--- src/core/flash_host_pkg.sv ---
// Constants, codes and carrier types for the flash command sequencer
package flash_host_pkg;
    localparam int ADDR_W = 26;
    localparam int DQ_W   = 16;
    localparam logic [ADDR_W-1:0] UNLOCK1_ADDR = 26'h0000555;
    localparam logic [ADDR_W-1:0] UNLOCK2_ADDR = 26'h00002aa;
    localparam logic [DQ_W-1:0] UNLOCK1_DATA   = 16'h00aa;
    localparam logic [DQ_W-1:0] UNLOCK2_DATA   = 16'h0055;
    localparam logic [DQ_W-1:0] BYPASS_ENTER   = 16'h0020;
    localparam logic [DQ_W-1:0] BYPASS_PROG    = 16'h00a0;
    localparam logic [DQ_W-1:0] BYPASS_EXIT1   = 16'h0090;
    localparam logic [DQ_W-1:0] BYPASS_EXIT2   = 16'h0000;
    localparam logic [DQ_W-1:0] BUF_LOAD_CODE  = 16'h0025;
    localparam logic [DQ_W-1:0] BUF_CONFIRM    = 16'h0029;
    localparam logic [DQ_W-1:0] PROG_SUSPEND   = 16'h0051;
    localparam logic [DQ_W-1:0] PROG_RESUME    = 16'h0050;
    localparam logic [DQ_W-1:0] ABORT_RESET    = 16'h00f0;
    // Timing at a 125 MHz core clock
    localparam int CLK_PERIOD_NS     = 8;
    localparam int WE_LOW_NS         = 40;
    localparam int WE_LOW_CYC        = (WE_LOW_NS + CLK_PERIOD_NS - 1) / CLK_PERIOD_NS;
    localparam int MIN_RESUME_NS     = 5000;
    localparam int RESUME_CYC        = (MIN_RESUME_NS + CLK_PERIOD_NS - 1) / CLK_PERIOD_NS;
    // Sequence step indices
    localparam logic [2:0] STEP_UNLOCK1 = 3'h0;
    localparam logic [2:0] STEP_UNLOCK2 = 3'h1;
    localparam logic [2:0] STEP_CODE    = 3'h2;
    localparam logic [2:0] STEP_COUNT   = 3'h3;
    localparam logic [2:0] STEP_DATA    = 3'h4;
    localparam logic [2:0] STEP_CONFIRM = 3'h5;

    typedef enum logic [3:0] {
        OP_ENTRY  = 4'h0,
        OP_PROG   = 4'h1,
        OP_EXIT   = 4'h2,
        OP_BUF    = 4'h3,
        OP_SUSP   = 4'h4,
        OP_RESUME = 4'h5,
        OP_ABORT  = 4'h6,
        OP_ACC_ON = 4'h7,
        OP_ACC_OFF= 4'h8
    } op_e;

    typedef struct packed {
        op_e               op;
        logic [ADDR_W-1:0] addr;
        logic [DQ_W-1:0]   data;
    } cmd_s;

    typedef struct packed {
        logic [ADDR_W-1:0] addr;
        logic [DQ_W-1:0]   data;
    } word_s;

    typedef struct packed {
        logic [ADDR_W-1:0] addr;
        logic [DQ_W-1:0]   dq;
        logic              dq_oe;
        logic              ce_n;
        logic              we_n;
        logic              oe_n;
    } pins_s;
endpackage

--- src/core/flash_host_seq.sv ---
// Host-side write-cycle sequencer for a parallel NOR flash
`timescale 1ns/10ps
`default_nettype none

// How it works
// - Host suspends with 51h and resumes with 50h only.
// - Host waits the minimum resume interval before its next suspend.
// - Host sends full three-cycle abort reset, unlocks included, in bypass.
// - Host raises accelerate only once target sectors are unprotected.
// - Buffer load: 25h@sector, count minus one, data, 29h@sector.
module flash_host_seq
(
    input  wire logic                       core_clk_i,
    input  wire logic                       rst_i,
    input  wire logic                       cmd_valid_i,
    input  wire flash_host_pkg::cmd_s       cmd_i,
    output logic                            cmd_ready_o,
    output logic                            cmd_err_o,
    output logic                            done_o,
    input  wire logic                       wd_valid_i,
    input  wire flash_host_pkg::word_s      wd_i,
    output logic                            wd_ready_o,
    input  wire logic                       sectors_unlocked_i,
    input  wire logic                       flash_ready_i,
    output flash_host_pkg::pins_s           pins_o,
    output logic                            acc_hv_o,
    output logic                            bypass_o,
    output logic                            suspended_o
);
    import flash_host_pkg::*;

    typedef enum logic [1:0] {
        ST_IDLE  = 2'b00,
        ST_SETUP = 2'b01,
        ST_PULSE = 2'b10,
        ST_HOLD  = 2'b11
    } state_e;

    state_e          state_q;
    cmd_s            cmd_q;
    logic [2:0]      step_q;
    logic [7:0]      left_q;
    logic [3:0]      we_cnt_q;
    logic [15:0]     gap_q;
    logic            byp_q;
    logic            acc_q;
    logic            susp_q;
    logic            rdy_m_q;
    logic            rdy_s_q;
    logic            ready_q;
    logic            wd_ready_q;
    pins_s           pins_q;

    // Ready/busy pin is asynchronous to the core clock
    always_ff @(posedge core_clk_i or posedge rst_i)
    begin
        if (rst_i)
            {rdy_s_q, rdy_m_q} <= 2'b11;
        else
            {rdy_s_q, rdy_m_q} <= {rdy_m_q, flash_ready_i};
    end

    wire flash_busy = !rdy_s_q;
    wire eff_byp    = byp_q | acc_q;
    wire take       = cmd_valid_i & ready_q;

    wire legal =
        (cmd_i.op == OP_ENTRY)   ? (!eff_byp && !susp_q) :
        (cmd_i.op == OP_PROG)    ? (eff_byp && !susp_q) :
        (cmd_i.op == OP_EXIT)    ? (byp_q && !acc_q && !susp_q) :
        (cmd_i.op == OP_BUF)     ? !susp_q :
        (cmd_i.op == OP_SUSP)    ? (!susp_q && flash_busy && gap_q == 16'h0000) :
        (cmd_i.op == OP_RESUME)  ? susp_q :
        (cmd_i.op == OP_ABORT)   ? 1'b1 :
        (cmd_i.op == OP_ACC_ON)  ? (!acc_q && sectors_unlocked_i && !susp_q) :
        (cmd_i.op == OP_ACC_OFF) ? (acc_q && !flash_busy) : 1'b0;

    wire pin_op     = legal && cmd_i.op != OP_ACC_ON && cmd_i.op != OP_ACC_OFF;
    // buffer load skips unlocks in bypass
    wire [2:0] first_step =
        (cmd_i.op == OP_BUF && eff_byp) ? STEP_CODE :
        (cmd_i.op == OP_BUF || cmd_i.op == OP_ENTRY || cmd_i.op == OP_ABORT) ?
        STEP_UNLOCK1 : STEP_CODE;

    // Address and data of the current step
    wire is_unlock  = step_q == STEP_UNLOCK1 || step_q == STEP_UNLOCK2;
    wire is_data    = cmd_q.op == OP_BUF && step_q == STEP_DATA;
    wire [ADDR_W-1:0] step_addr =
        (step_q == STEP_UNLOCK1) ? UNLOCK1_ADDR :
        (step_q == STEP_UNLOCK2) ? UNLOCK2_ADDR :
        (cmd_q.op == OP_ENTRY || cmd_q.op == OP_ABORT) ? UNLOCK1_ADDR : cmd_q.addr;
    wire [DQ_W-1:0] step_data =
        (step_q == STEP_UNLOCK1) ? UNLOCK1_DATA :
        (step_q == STEP_UNLOCK2) ? UNLOCK2_DATA :
        (cmd_q.op == OP_ENTRY)   ? BYPASS_ENTER :
        (cmd_q.op == OP_PROG)    ? ((step_q == STEP_CODE) ? BYPASS_PROG : cmd_q.data) :
        (cmd_q.op == OP_EXIT)    ? ((step_q == STEP_CODE) ? BYPASS_EXIT1 : BYPASS_EXIT2) :
        (cmd_q.op == OP_SUSP)    ? PROG_SUSPEND :
        (cmd_q.op == OP_RESUME)  ? PROG_RESUME :
        (cmd_q.op == OP_ABORT)   ? ABORT_RESET :
        (step_q == STEP_CODE)    ? BUF_LOAD_CODE :
        (step_q == STEP_COUNT)   ? {8'h00, cmd_q.data[7:0]} : BUF_CONFIRM;
    wire two_cycle  = cmd_q.op == OP_PROG || cmd_q.op == OP_EXIT;
    wire step_last  =
        (cmd_q.op == OP_BUF) ? step_q == STEP_CONFIRM :
        two_cycle ? step_q == STEP_COUNT :
        !is_unlock;
    wire [2:0] next_step =
        (is_data && left_q != 8'h00) ? STEP_DATA : 3'(step_q + 3'h1);
    wire pulse_end  = we_cnt_q == 4'(WE_LOW_CYC - 1);
    wire op_end     = state_q == ST_HOLD && step_last;
    wire word_take  = is_data && wd_ready_q && wd_valid_i;

    always_ff @(posedge core_clk_i or posedge rst_i)
    begin
        if (rst_i)
        begin
            state_q    <= ST_IDLE;
            cmd_q      <= '0;
            step_q     <= STEP_UNLOCK1;
            left_q     <= 8'h00;
            we_cnt_q   <= 4'h0;
            ready_q    <= 1'b1;
            wd_ready_q <= 1'b0;
            pins_q     <= {{ADDR_W{1'b0}}, {DQ_W{1'b0}}, 4'b0111};
        end
        else
        begin
            unique case (state_q)
                ST_IDLE:
                begin
                    if (take && pin_op)
                    begin
                        cmd_q   <= cmd_i;
                        step_q  <= first_step;
                        left_q  <= cmd_i.data[7:0];
                        ready_q <= 1'b0;
                        state_q <= ST_SETUP;
                    end
                end
                ST_SETUP:
                begin
                    if (!is_data)
                    begin
                        // Strobe stays high so address and data settle before it falls
                        pins_q  <= {step_addr, step_data, 4'b1011};
                        state_q <= ST_PULSE;
                    end
                    else if (word_take)
                    begin
                        pins_q     <= {wd_i.addr, wd_i.data, 4'b1011};
                        wd_ready_q <= 1'b0;
                        state_q    <= ST_PULSE;
                    end
                    else
                        wd_ready_q <= 1'b1;
                end
                ST_PULSE:
                begin
                    pins_q.we_n <= 1'b0;
                    if (pins_q.we_n == 1'b0)
                        we_cnt_q <= 4'(we_cnt_q + 4'h1);
                    if (pins_q.we_n == 1'b0 && pulse_end)
                    begin
                        pins_q.we_n <= 1'b1;
                        we_cnt_q    <= 4'h0;
                        state_q     <= ST_HOLD;
                    end
                end
                ST_HOLD:
                begin
                    if (step_last)
                    begin
                        pins_q.ce_n  <= 1'b1;
                        pins_q.dq_oe <= 1'b0;
                        ready_q      <= 1'b1;
                        state_q      <= ST_IDLE;
                    end
                    else
                    begin
                        if (is_data)
                            left_q <= 8'(left_q - 8'h01);
                        step_q  <= next_step;
                        state_q <= ST_SETUP;
                    end
                end
            endcase
        end
    end

    // Mode tracking; resume gap counter
    always_ff @(posedge core_clk_i or posedge rst_i)
    begin
        if (rst_i)
        begin
            byp_q     <= 1'b0;
            acc_q     <= 1'b0;
            susp_q    <= 1'b0;
            gap_q     <= 16'h0000;
            done_o    <= 1'b0;
            cmd_err_o <= 1'b0;
        end
        else
        begin
            done_o    <= op_end || (take && legal && !pin_op);
            cmd_err_o <= take && !legal;
            if (take && legal && !pin_op)
                acc_q <= cmd_i.op == OP_ACC_ON;
            if (op_end && (cmd_q.op == OP_ENTRY || cmd_q.op == OP_EXIT))
                byp_q <= cmd_q.op == OP_ENTRY;
            if (op_end && (cmd_q.op == OP_SUSP || cmd_q.op == OP_RESUME))
                susp_q <= cmd_q.op == OP_SUSP;
            if (op_end && cmd_q.op == OP_RESUME)
                gap_q <= 16'(RESUME_CYC);
            else if (gap_q != 16'h0000)
                gap_q <= 16'(gap_q - 16'h0001);
        end
    end

    assign pins_o      = pins_q;
    assign cmd_ready_o = ready_q;
    assign wd_ready_o  = wd_ready_q;
    assign acc_hv_o    = acc_q;
    assign bypass_o    = byp_q;
    assign suspended_o = susp_q;

    // Helper: write pulses in the current operation
    logic [3:0] npulse_q;
    always_ff @(posedge core_clk_i or posedge rst_i)
    begin
        if (rst_i)
            npulse_q <= 4'h0;
        else if (state_q == ST_IDLE)
            npulse_q <= 4'h0;
        else if (state_q == ST_HOLD)
            npulse_q <= 4'(npulse_q + 4'h1);
    end
endmodule // flash_host_seq

`default_nettype wire

--- config.mk ---
export PLATFORM = sky130hd
export DESIGN_NAME = flash_host_seq
export DESIGN_NICKNAME = d
export VERILOG_FILES = /design/src/core/flash_host_pkg.sv /design/src/core/flash_host_seq.sv
export SDC_FILE = /design/constraint.sdc
export NUM_CORES = 1
export LEC_CHECK = 0
export BUFFER_PORTS_ARGS = -buffer_cell sky130_fd_sc_hd__clkbuf_2
export CORE_MARGIN = 8
export CORE_UTILIZATION = 55
export CTS_BUF_LIST = sky130_fd_sc_hd__clkbuf_8 sky130_fd_sc_hd__clkbuf_16
export DETAILED_ROUTE_END_ITERATION = 7
export PLACE_DENSITY = 0.8
export SYNTH_ARGS = -nofsm -noshare
export SYNTH_HDL_FRONTEND = slang
export SYNTH_SLANG_ARGS = --single-unit
--- constraint.sdc ---
create_clock -name core_clk_i -period 13.45 [get_ports core_clk_i]
set_input_delay 4.035 -clock core_clk_i [delete_from_list [all_inputs] [get_ports core_clk_i]]
set_output_delay 4.035 -clock core_clk_i [all_outputs]
set_load 0.02 [all_outputs]
==> impl_metrics.env, run 1 <==
export IMPL_post_route_min_period_ps=6180
export IMPL_status="finished, final reports clean"
export IMPL_fin_setup_tns_ps=0
export IMPL_avgViaCountPerCell=5.76
export IMPL_fmax_ghz=0.162
export IMPL_fin_crit_sh_pct=45.9
export IMPL_io_buffers=145
export IMPL_num_vias=5666
export IMPL_cts_tree="done"
export IMPL_synthFlopType="dfrtp_1"
export IMPL_ioPinCount=147
export IMPL_powerDensity_nw_per_um2=250
export IMPL_vdd_drop_max_v=0.000127
export IMPL_n_antenna_cell=0
export IMPL_cts_sinks=133
export IMPL_drc=0
export IMPL_routed_wl_um=17800
export IMPL_h_tree_depth=4
export IMPL_rows=41
export IMPL_postRouteAntennaNets=0
export IMPL_cts_resized_gates=0
export IMPL_die_w_um=128
export IMPL_path_class="primary input to flop"
export IMPL_async_flop_share_pct=100
export IMPL_clk_pin_slew_ps=60
export IMPL_cts_root_buf="clkbuf_16"
export IMPL_synth_compound_area_share_pct=15.3
export IMPL_grt_max_degree=86
export IMPL_start_util_pct=55.5
export IMPL_drtPass1Iterations=5
export IMPL_grt_pass1_vias=5711
export IMPL_gr_total_overflow=0
export IMPL_hold_end="rdy_s_q"
export IMPL_crit_required_ps=13750
export IMPL_dp_hpwl_um=12400
export IMPL_rr_worst_depth=6
export IMPL_syn_inst=675
export IMPL_rr_endpoint="left_q[3]"
export IMPL_drive_gt1_share_pct=29.2
export IMPL_gp_congestion=0.831
export IMPL_hold_depth=0
export IMPL_max_cap_violations=0
export IMPL_fin_skew_ps=7.20
export IMPL_core_area_sq_um=12500
export IMPL_ys_seq_elements=133
export IMPL_reg2reg_slack_ps=10180
export IMPL_dieArea_sq_um=16400
export IMPL_syn_nets=784
export IMPL_cts_buffer_depth=2
export IMPL_finalSetupViolations=0
export IMPL_antenna_found_initial=0
export IMPL_leakagePower_nw=3.89
export IMPL_synthXorXnorAreaFrac_pct=2.03
export IMPL_hold_path_startpoint="rdy_m_q"
export IMPL_max_slew_margin_pct=19.3
export IMPL_track_usage_pct=22.2
export IMPL_power_total_mw=2.06
export IMPL_syn_area_sq_um=6920
export IMPL_place_worst_setup_slack_ps=6870
export IMPL_rsz0062_at_grt="no"
export IMPL_synthMuxAreaShare_pct=10.4
export IMPL_grt_pass1_wl_um=28900
export IMPL_postCtsSetupBuffers=0
export IMPL_area_delta_synth_final_pct=18.9
export IMPL_hold_violations=0
export IMPL_worstReg2RegStart="cmd_q[43]"
export IMPL_synth_edf_count=0
export IMPL_drv_slew=0
export IMPL_final_cell_mix="145 x clkbuf_2, 128 x dfrtp_1, 100 x nor2_1"
export IMPL_crit_fanout=46
export IMPL_worstHoldPathType="flop to flop"
export IMPL_die_h_um=128
export IMPL_clk_latency_ps=420
export IMPL_nets=908
export IMPL_avgRoutedWirePerCell_um=18.1
export IMPL_yosysWarnings=0
export IMPL_worstPathArrival_ps=6480
export IMPL_yosysUniqueCellTypes=65
export IMPL_cts_buffers=17
export IMPL_synthSimpleGateAreaFrac_pct=16.6
export IMPL_worstMarginPinSlew_ps=1210
export IMPL_setup_slack_ps=7270
export IMPL_avgSynthCellArea_sq_um=10.3
export IMPL_ys_seq_area_share_pct=48.2
export IMPL_postCtsHoldBufs=0
export IMPL_synth_top_family_by_area="simple AND/OR/NAND/NOR gates"
export IMPL_synth_adder_area_share_pct=2.71
export IMPL_drt_iter0_markers=560
export IMPL_final_common_cell="clkbuf_2"
export IMPL_end_kind="flop"
export IMPL_cp_start_kind="primary input"
how the worst max path moves through the flow:
stage	startpoint	end	slack, ps	cells past startpoint
global route	cmd_i[44]	cmd_q[18]	7150	7
floorplan	rst_i	acc_hv_o	5870	1
CTS	cmd_i[43]	cmd_q[22]	7310	7
global placement	cmd_i[43]	cmd_q[22]	6940	7
detailed placement	cmd_i[43]	cmd_q[18]	6870	7
finish	cmd_i[43]	cmd_q[18]	7270	7
cell families (layout without fill, tap and decap cells):
logic type      Yosys count  count (layout)
compound gates          161             161
xor+xnor                 16              16
fa+ha+maj                15              15
buf+inv                  62             198
flops                   133             133
mux                      51              51
other cells               1               1
simple gates            236             236
layout make-up:
type | instances | area (sq um)
timing repair buffer | 147 | 741
clock buffer | 19 | 453
sequential | 133 | 3330
multi-input combinational | 480 | 3270
tap | 172 | 215
fill | 975 | 4240
clock inverter | 12 | 136
inverter | 20 | 77.6
per-layer routing:
| metal | share of wire (%) | wire length (um) | global-route usage (%) |
|---|---|---|---|
| met5 | 0 | 0 | 0 |
| met3 | 5.7 | 1020 | 5.87 |
| met1 | 42 | 7500 | 27.1 |
| met4 | 2.2 | 398 | 9.02 |
| met2 | 50 | 8890 | 36.4 |
metrics by stage:
step / hold WS (ps) / area (sq um) / instances / utilization (%)
2_1_floorplan: 345 / 6920 / 675 / -
3_3_place_gp: 348 / 7640 / 952 / 61.3
3_5_place_dp: 349 / 7640 / 952 / 61.3
4_1_cts: 357 / 8230 / 983 / 66.0
5_1_grt: 358 / 8230 / 983 / 66.0
6_report: 355 / 8230 / 983 / 66.0
power breakdown:
part / internal (mW) / switching [mW] / leakage (nW)
combinational: 0.361 / 0.495 / 1.99
sequential: 0.587 / 0.150 / 1.60
clock: 0.297 / 0.168 / 0.299
total: 1.24 / 0.813 / 3.89
synth_stat cells, drive strengths merged, types with 9 or more instances:
library cell / number / share of area (%)
a221oi: 25 / 3.2
nor2b: 12 / 1.1
o21ai: 48 / 3.5
mux2: 48 / 9.9
xor2: 9 / 1.1
clkbuf: 30 / 1.6
dfrtp: 128 / 46
nor2: 100 / 5.4
buf: 12 / 2.0
nor3: 14 / 1.0
ha: 15 / 2.7
a21oi: 37 / 2.7
nand2: 48 / 2.6
inv: 20 / 1.1
nand3: 10 / 0.72
worst max-delay path: stages:
cell,delay (ps)
clkbuf_2,210
and3b_1,260
a311oi_1,50
a211oi_1,480
or2_2,250
and3_4,750
mux2_1,390
registers in the layout, summed over array words and instances, names as in the netlist:
signal,count
acc_hv_o,1
bypass_o,1
cmd_err_o,1
cmd_q,46
cmd_ready_o,1
done_o,1
gap_q,16
left_q,8
pins_o,45
rdy_m_q,1
rdy_s_q,1
state_q,2
step_q,3
suspended_o,1
wd_ready_o,1
we_cnt_q,4
Note: power is estimated with default switching activity, not from simulation.
==> run 2, diff against run 1 <==
- clock period: 13.45 -> 6 ns (I/O delays scaled with it)
==> run 2 against run 1 <==
  * Combinational power grew 120%
  * Sequential power grew 120%
  * Clock skew shrank 1.2 ps
  * Count of clock-buffer cells in the layout grew 3
  * Die area is the same
  * Final cell count grew 0.10%
  * Largest power group unchanged
==> impl_metrics.env, run 2 (synthesized netlist as in run 1, its figures left out) <==
export IMPL_status="finished, final reports clean"
export IMPL_ioPinCount=147
export IMPL_worstPathCellList="clkbuf_2 -> a21boi_0 -> a2111oi_0 -> a211oi_1 -> or2_2 -> and3_4 -> mux2_1"
export IMPL_rsz0062_at_grt="no"
export IMPL_hold_violations=0
export IMPL_hold_path_startpoint="rdy_m_q"
export IMPL_cts_tree="done"
export IMPL_drc=0
export IMPL_clk_latency_ps=420
export IMPL_max_slew_margin_pct=18.5
export IMPL_drt_iter0_markers=599
export IMPL_largest_register="cmd_q"
export IMPL_routed_wl_um=17600
export IMPL_grt_busiest_layer="met2"
export IMPL_cts_buffers=17
export IMPL_postCtsSetupBuffers=0
export IMPL_powerDensity_nw_per_um2=567
export IMPL_clkPwrFrac_pct=23.9
export IMPL_track_usage_pct=22.3
export IMPL_final_common_cell="clkbuf_2"
export IMPL_grt_pass1_wl_um=29000
export IMPL_cts_root_buf="clkbuf_16"
export IMPL_worstSetupStartpoint="cmd_i[42]"
export IMPL_n_antenna_cell=0
export IMPL_rows=41
export IMPL_fin_cells=984
export IMPL_hold_slack_ps=354
export IMPL_num_vias=5753
export IMPL_worstPathArrival_ps=4220
export IMPL_end_kind="flop"
export IMPL_clk_pin_slew_ps=50
export IMPL_drtPass1Iterations=5
export IMPL_cp_start_kind="primary input"
export IMPL_core_area_sq_um=12500
export IMPL_drv_slew=0
export IMPL_post_route_min_period_ps=3920
export IMPL_cts_buffer_depth=2
export IMPL_area_delta_synth_final_pct=19.8
export IMPL_cpPeakStageDelay_ps=750
export IMPL_fin_skew_ps=5.99
export IMPL_dpl_cell_count=953
export IMPL_dp_hpwl_um=12300
export IMPL_worstMarginPinSlew_ps=1220
export IMPL_die_w_um=128
export IMPL_crit_fanout=46
export IMPL_leakagePower_nw=3.91
export IMPL_grt_use_met3_pct=5.87
export IMPL_p_comb_share_pct=41.0
export IMPL_grtUsageMet1_pct=27.6
export IMPL_avgViaCountPerCell=5.85
export IMPL_crit_required_ps=6300
export IMPL_grt_pass1_vias=5809
export IMPL_postRouteAntennaNets=0
export IMPL_crit_path_top_delay_cell="and3_4"
export IMPL_cts_resized_gates=0
export IMPL_worstHoldPathType="flop to flop"
export IMPL_gp_congestion=0.850
export IMPL_worstReg2RegStart="cmd_q[43]"
export IMPL_power_total_mw=4.70
export IMPL_power_share_sequential_pct=35.1
export IMPL_finalSetupViolations=0
export IMPL_h_tree_depth=4
export IMPL_fmax_ghz=0.255
export IMPL_grt_max_degree=59
export IMPL_grt_util_met2_pct=35.6
export IMPL_cts_sinks=133
export IMPL_die_h_um=128
export IMPL_switching_share_pct=38.9
export IMPL_final_cell_mix="145 x clkbuf_2, 128 x dfrtp_1, 100 x nor2_1"
export IMPL_fin_crit_sh_pct=65.4
export IMPL_max_cap_violations=0
export IMPL_start_util_pct=55.5
export IMPL_gr_total_overflow=0
export IMPL_p_switching_mw=1.83
export IMPL_postCtsHoldBufs=0
export IMPL_antenna_found_initial=0
export IMPL_path_class="primary input to flop"
export IMPL_nFillCells=958
export IMPL_fin_setup_tns_ps=0
export IMPL_dieArea_sq_um=16400
export IMPL_largest_reg_flops=46
export IMPL_avgRoutedWirePerCell_um=17.9
export IMPL_intPower_mw=2.87
export IMPL_utilization_pct=66.5
export IMPL_io_buffers=145
export IMPL_vdd_drop_max_v=0.000284
export IMPL_nets=909
export IMPL_drive_gt1_share_pct=29.3
## run 2: final timing paths
check                                  end  slack (ps)  depth (start not counted)
max in group asynchronous        cmd_q[17]        3530                          3
worst max-delay path             cmd_q[21]        2080                          7
worst min-delay path               rdy_s_q         350                          0
min in group asynchronous       pins_o[43]        1450                          2
worst min register to register     rdy_s_q         350                          0
worst max register to register   left_q[4]        2760                          6
## run 2: area by class of cell
cell class,instances,area (sq um),share of cell area (%)
Multi-Input combinational cell,480,3270,39.4
Clock buffer,22,494,5.96
Timing Repair Buffer,148,748,9.03
Clock inverter,9,149,1.80
Inverter,20,77.6,0.936
Tap cell,172,215,2.60
Sequential cell,133,3330,40.2
## run 2: worst max-delay path: cells and delay by family
family          cells  cell delay [ps]
simple gates        2              990
compound gates      3              770
mux                 1              390
buf+inv             1              230
## run 2: power by group through the flow
stage	clock, mW	combinational, mW	sequential, mW
5_1_grt	1.18	2.14	1.70
4_1_cts	1.14	1.93	1.64
3_3_place_gp	0	1.83	1.63
3_5_place_dp	0	1.91	1.65
6_report	1.12	1.92	1.65
2_1_floorplan	0	1.30	1.73
## run 2: layer usage
layer  vias to the layer above  wire length [um]
met2                       198              8710
li1                       2668                 -
met3                        38              1030
met4                         0               507
met1                      2849              7380
met5                         -                 0
## run 2: per-stage QoR
step                instance area [sq um]  setup slack (ps)
global route                         8290              1940
detailed placement                   7640              1640
CTS                                  8290              2110
global placement                     7640              1710
finish                               8290              2080
floorplan                            6920               654
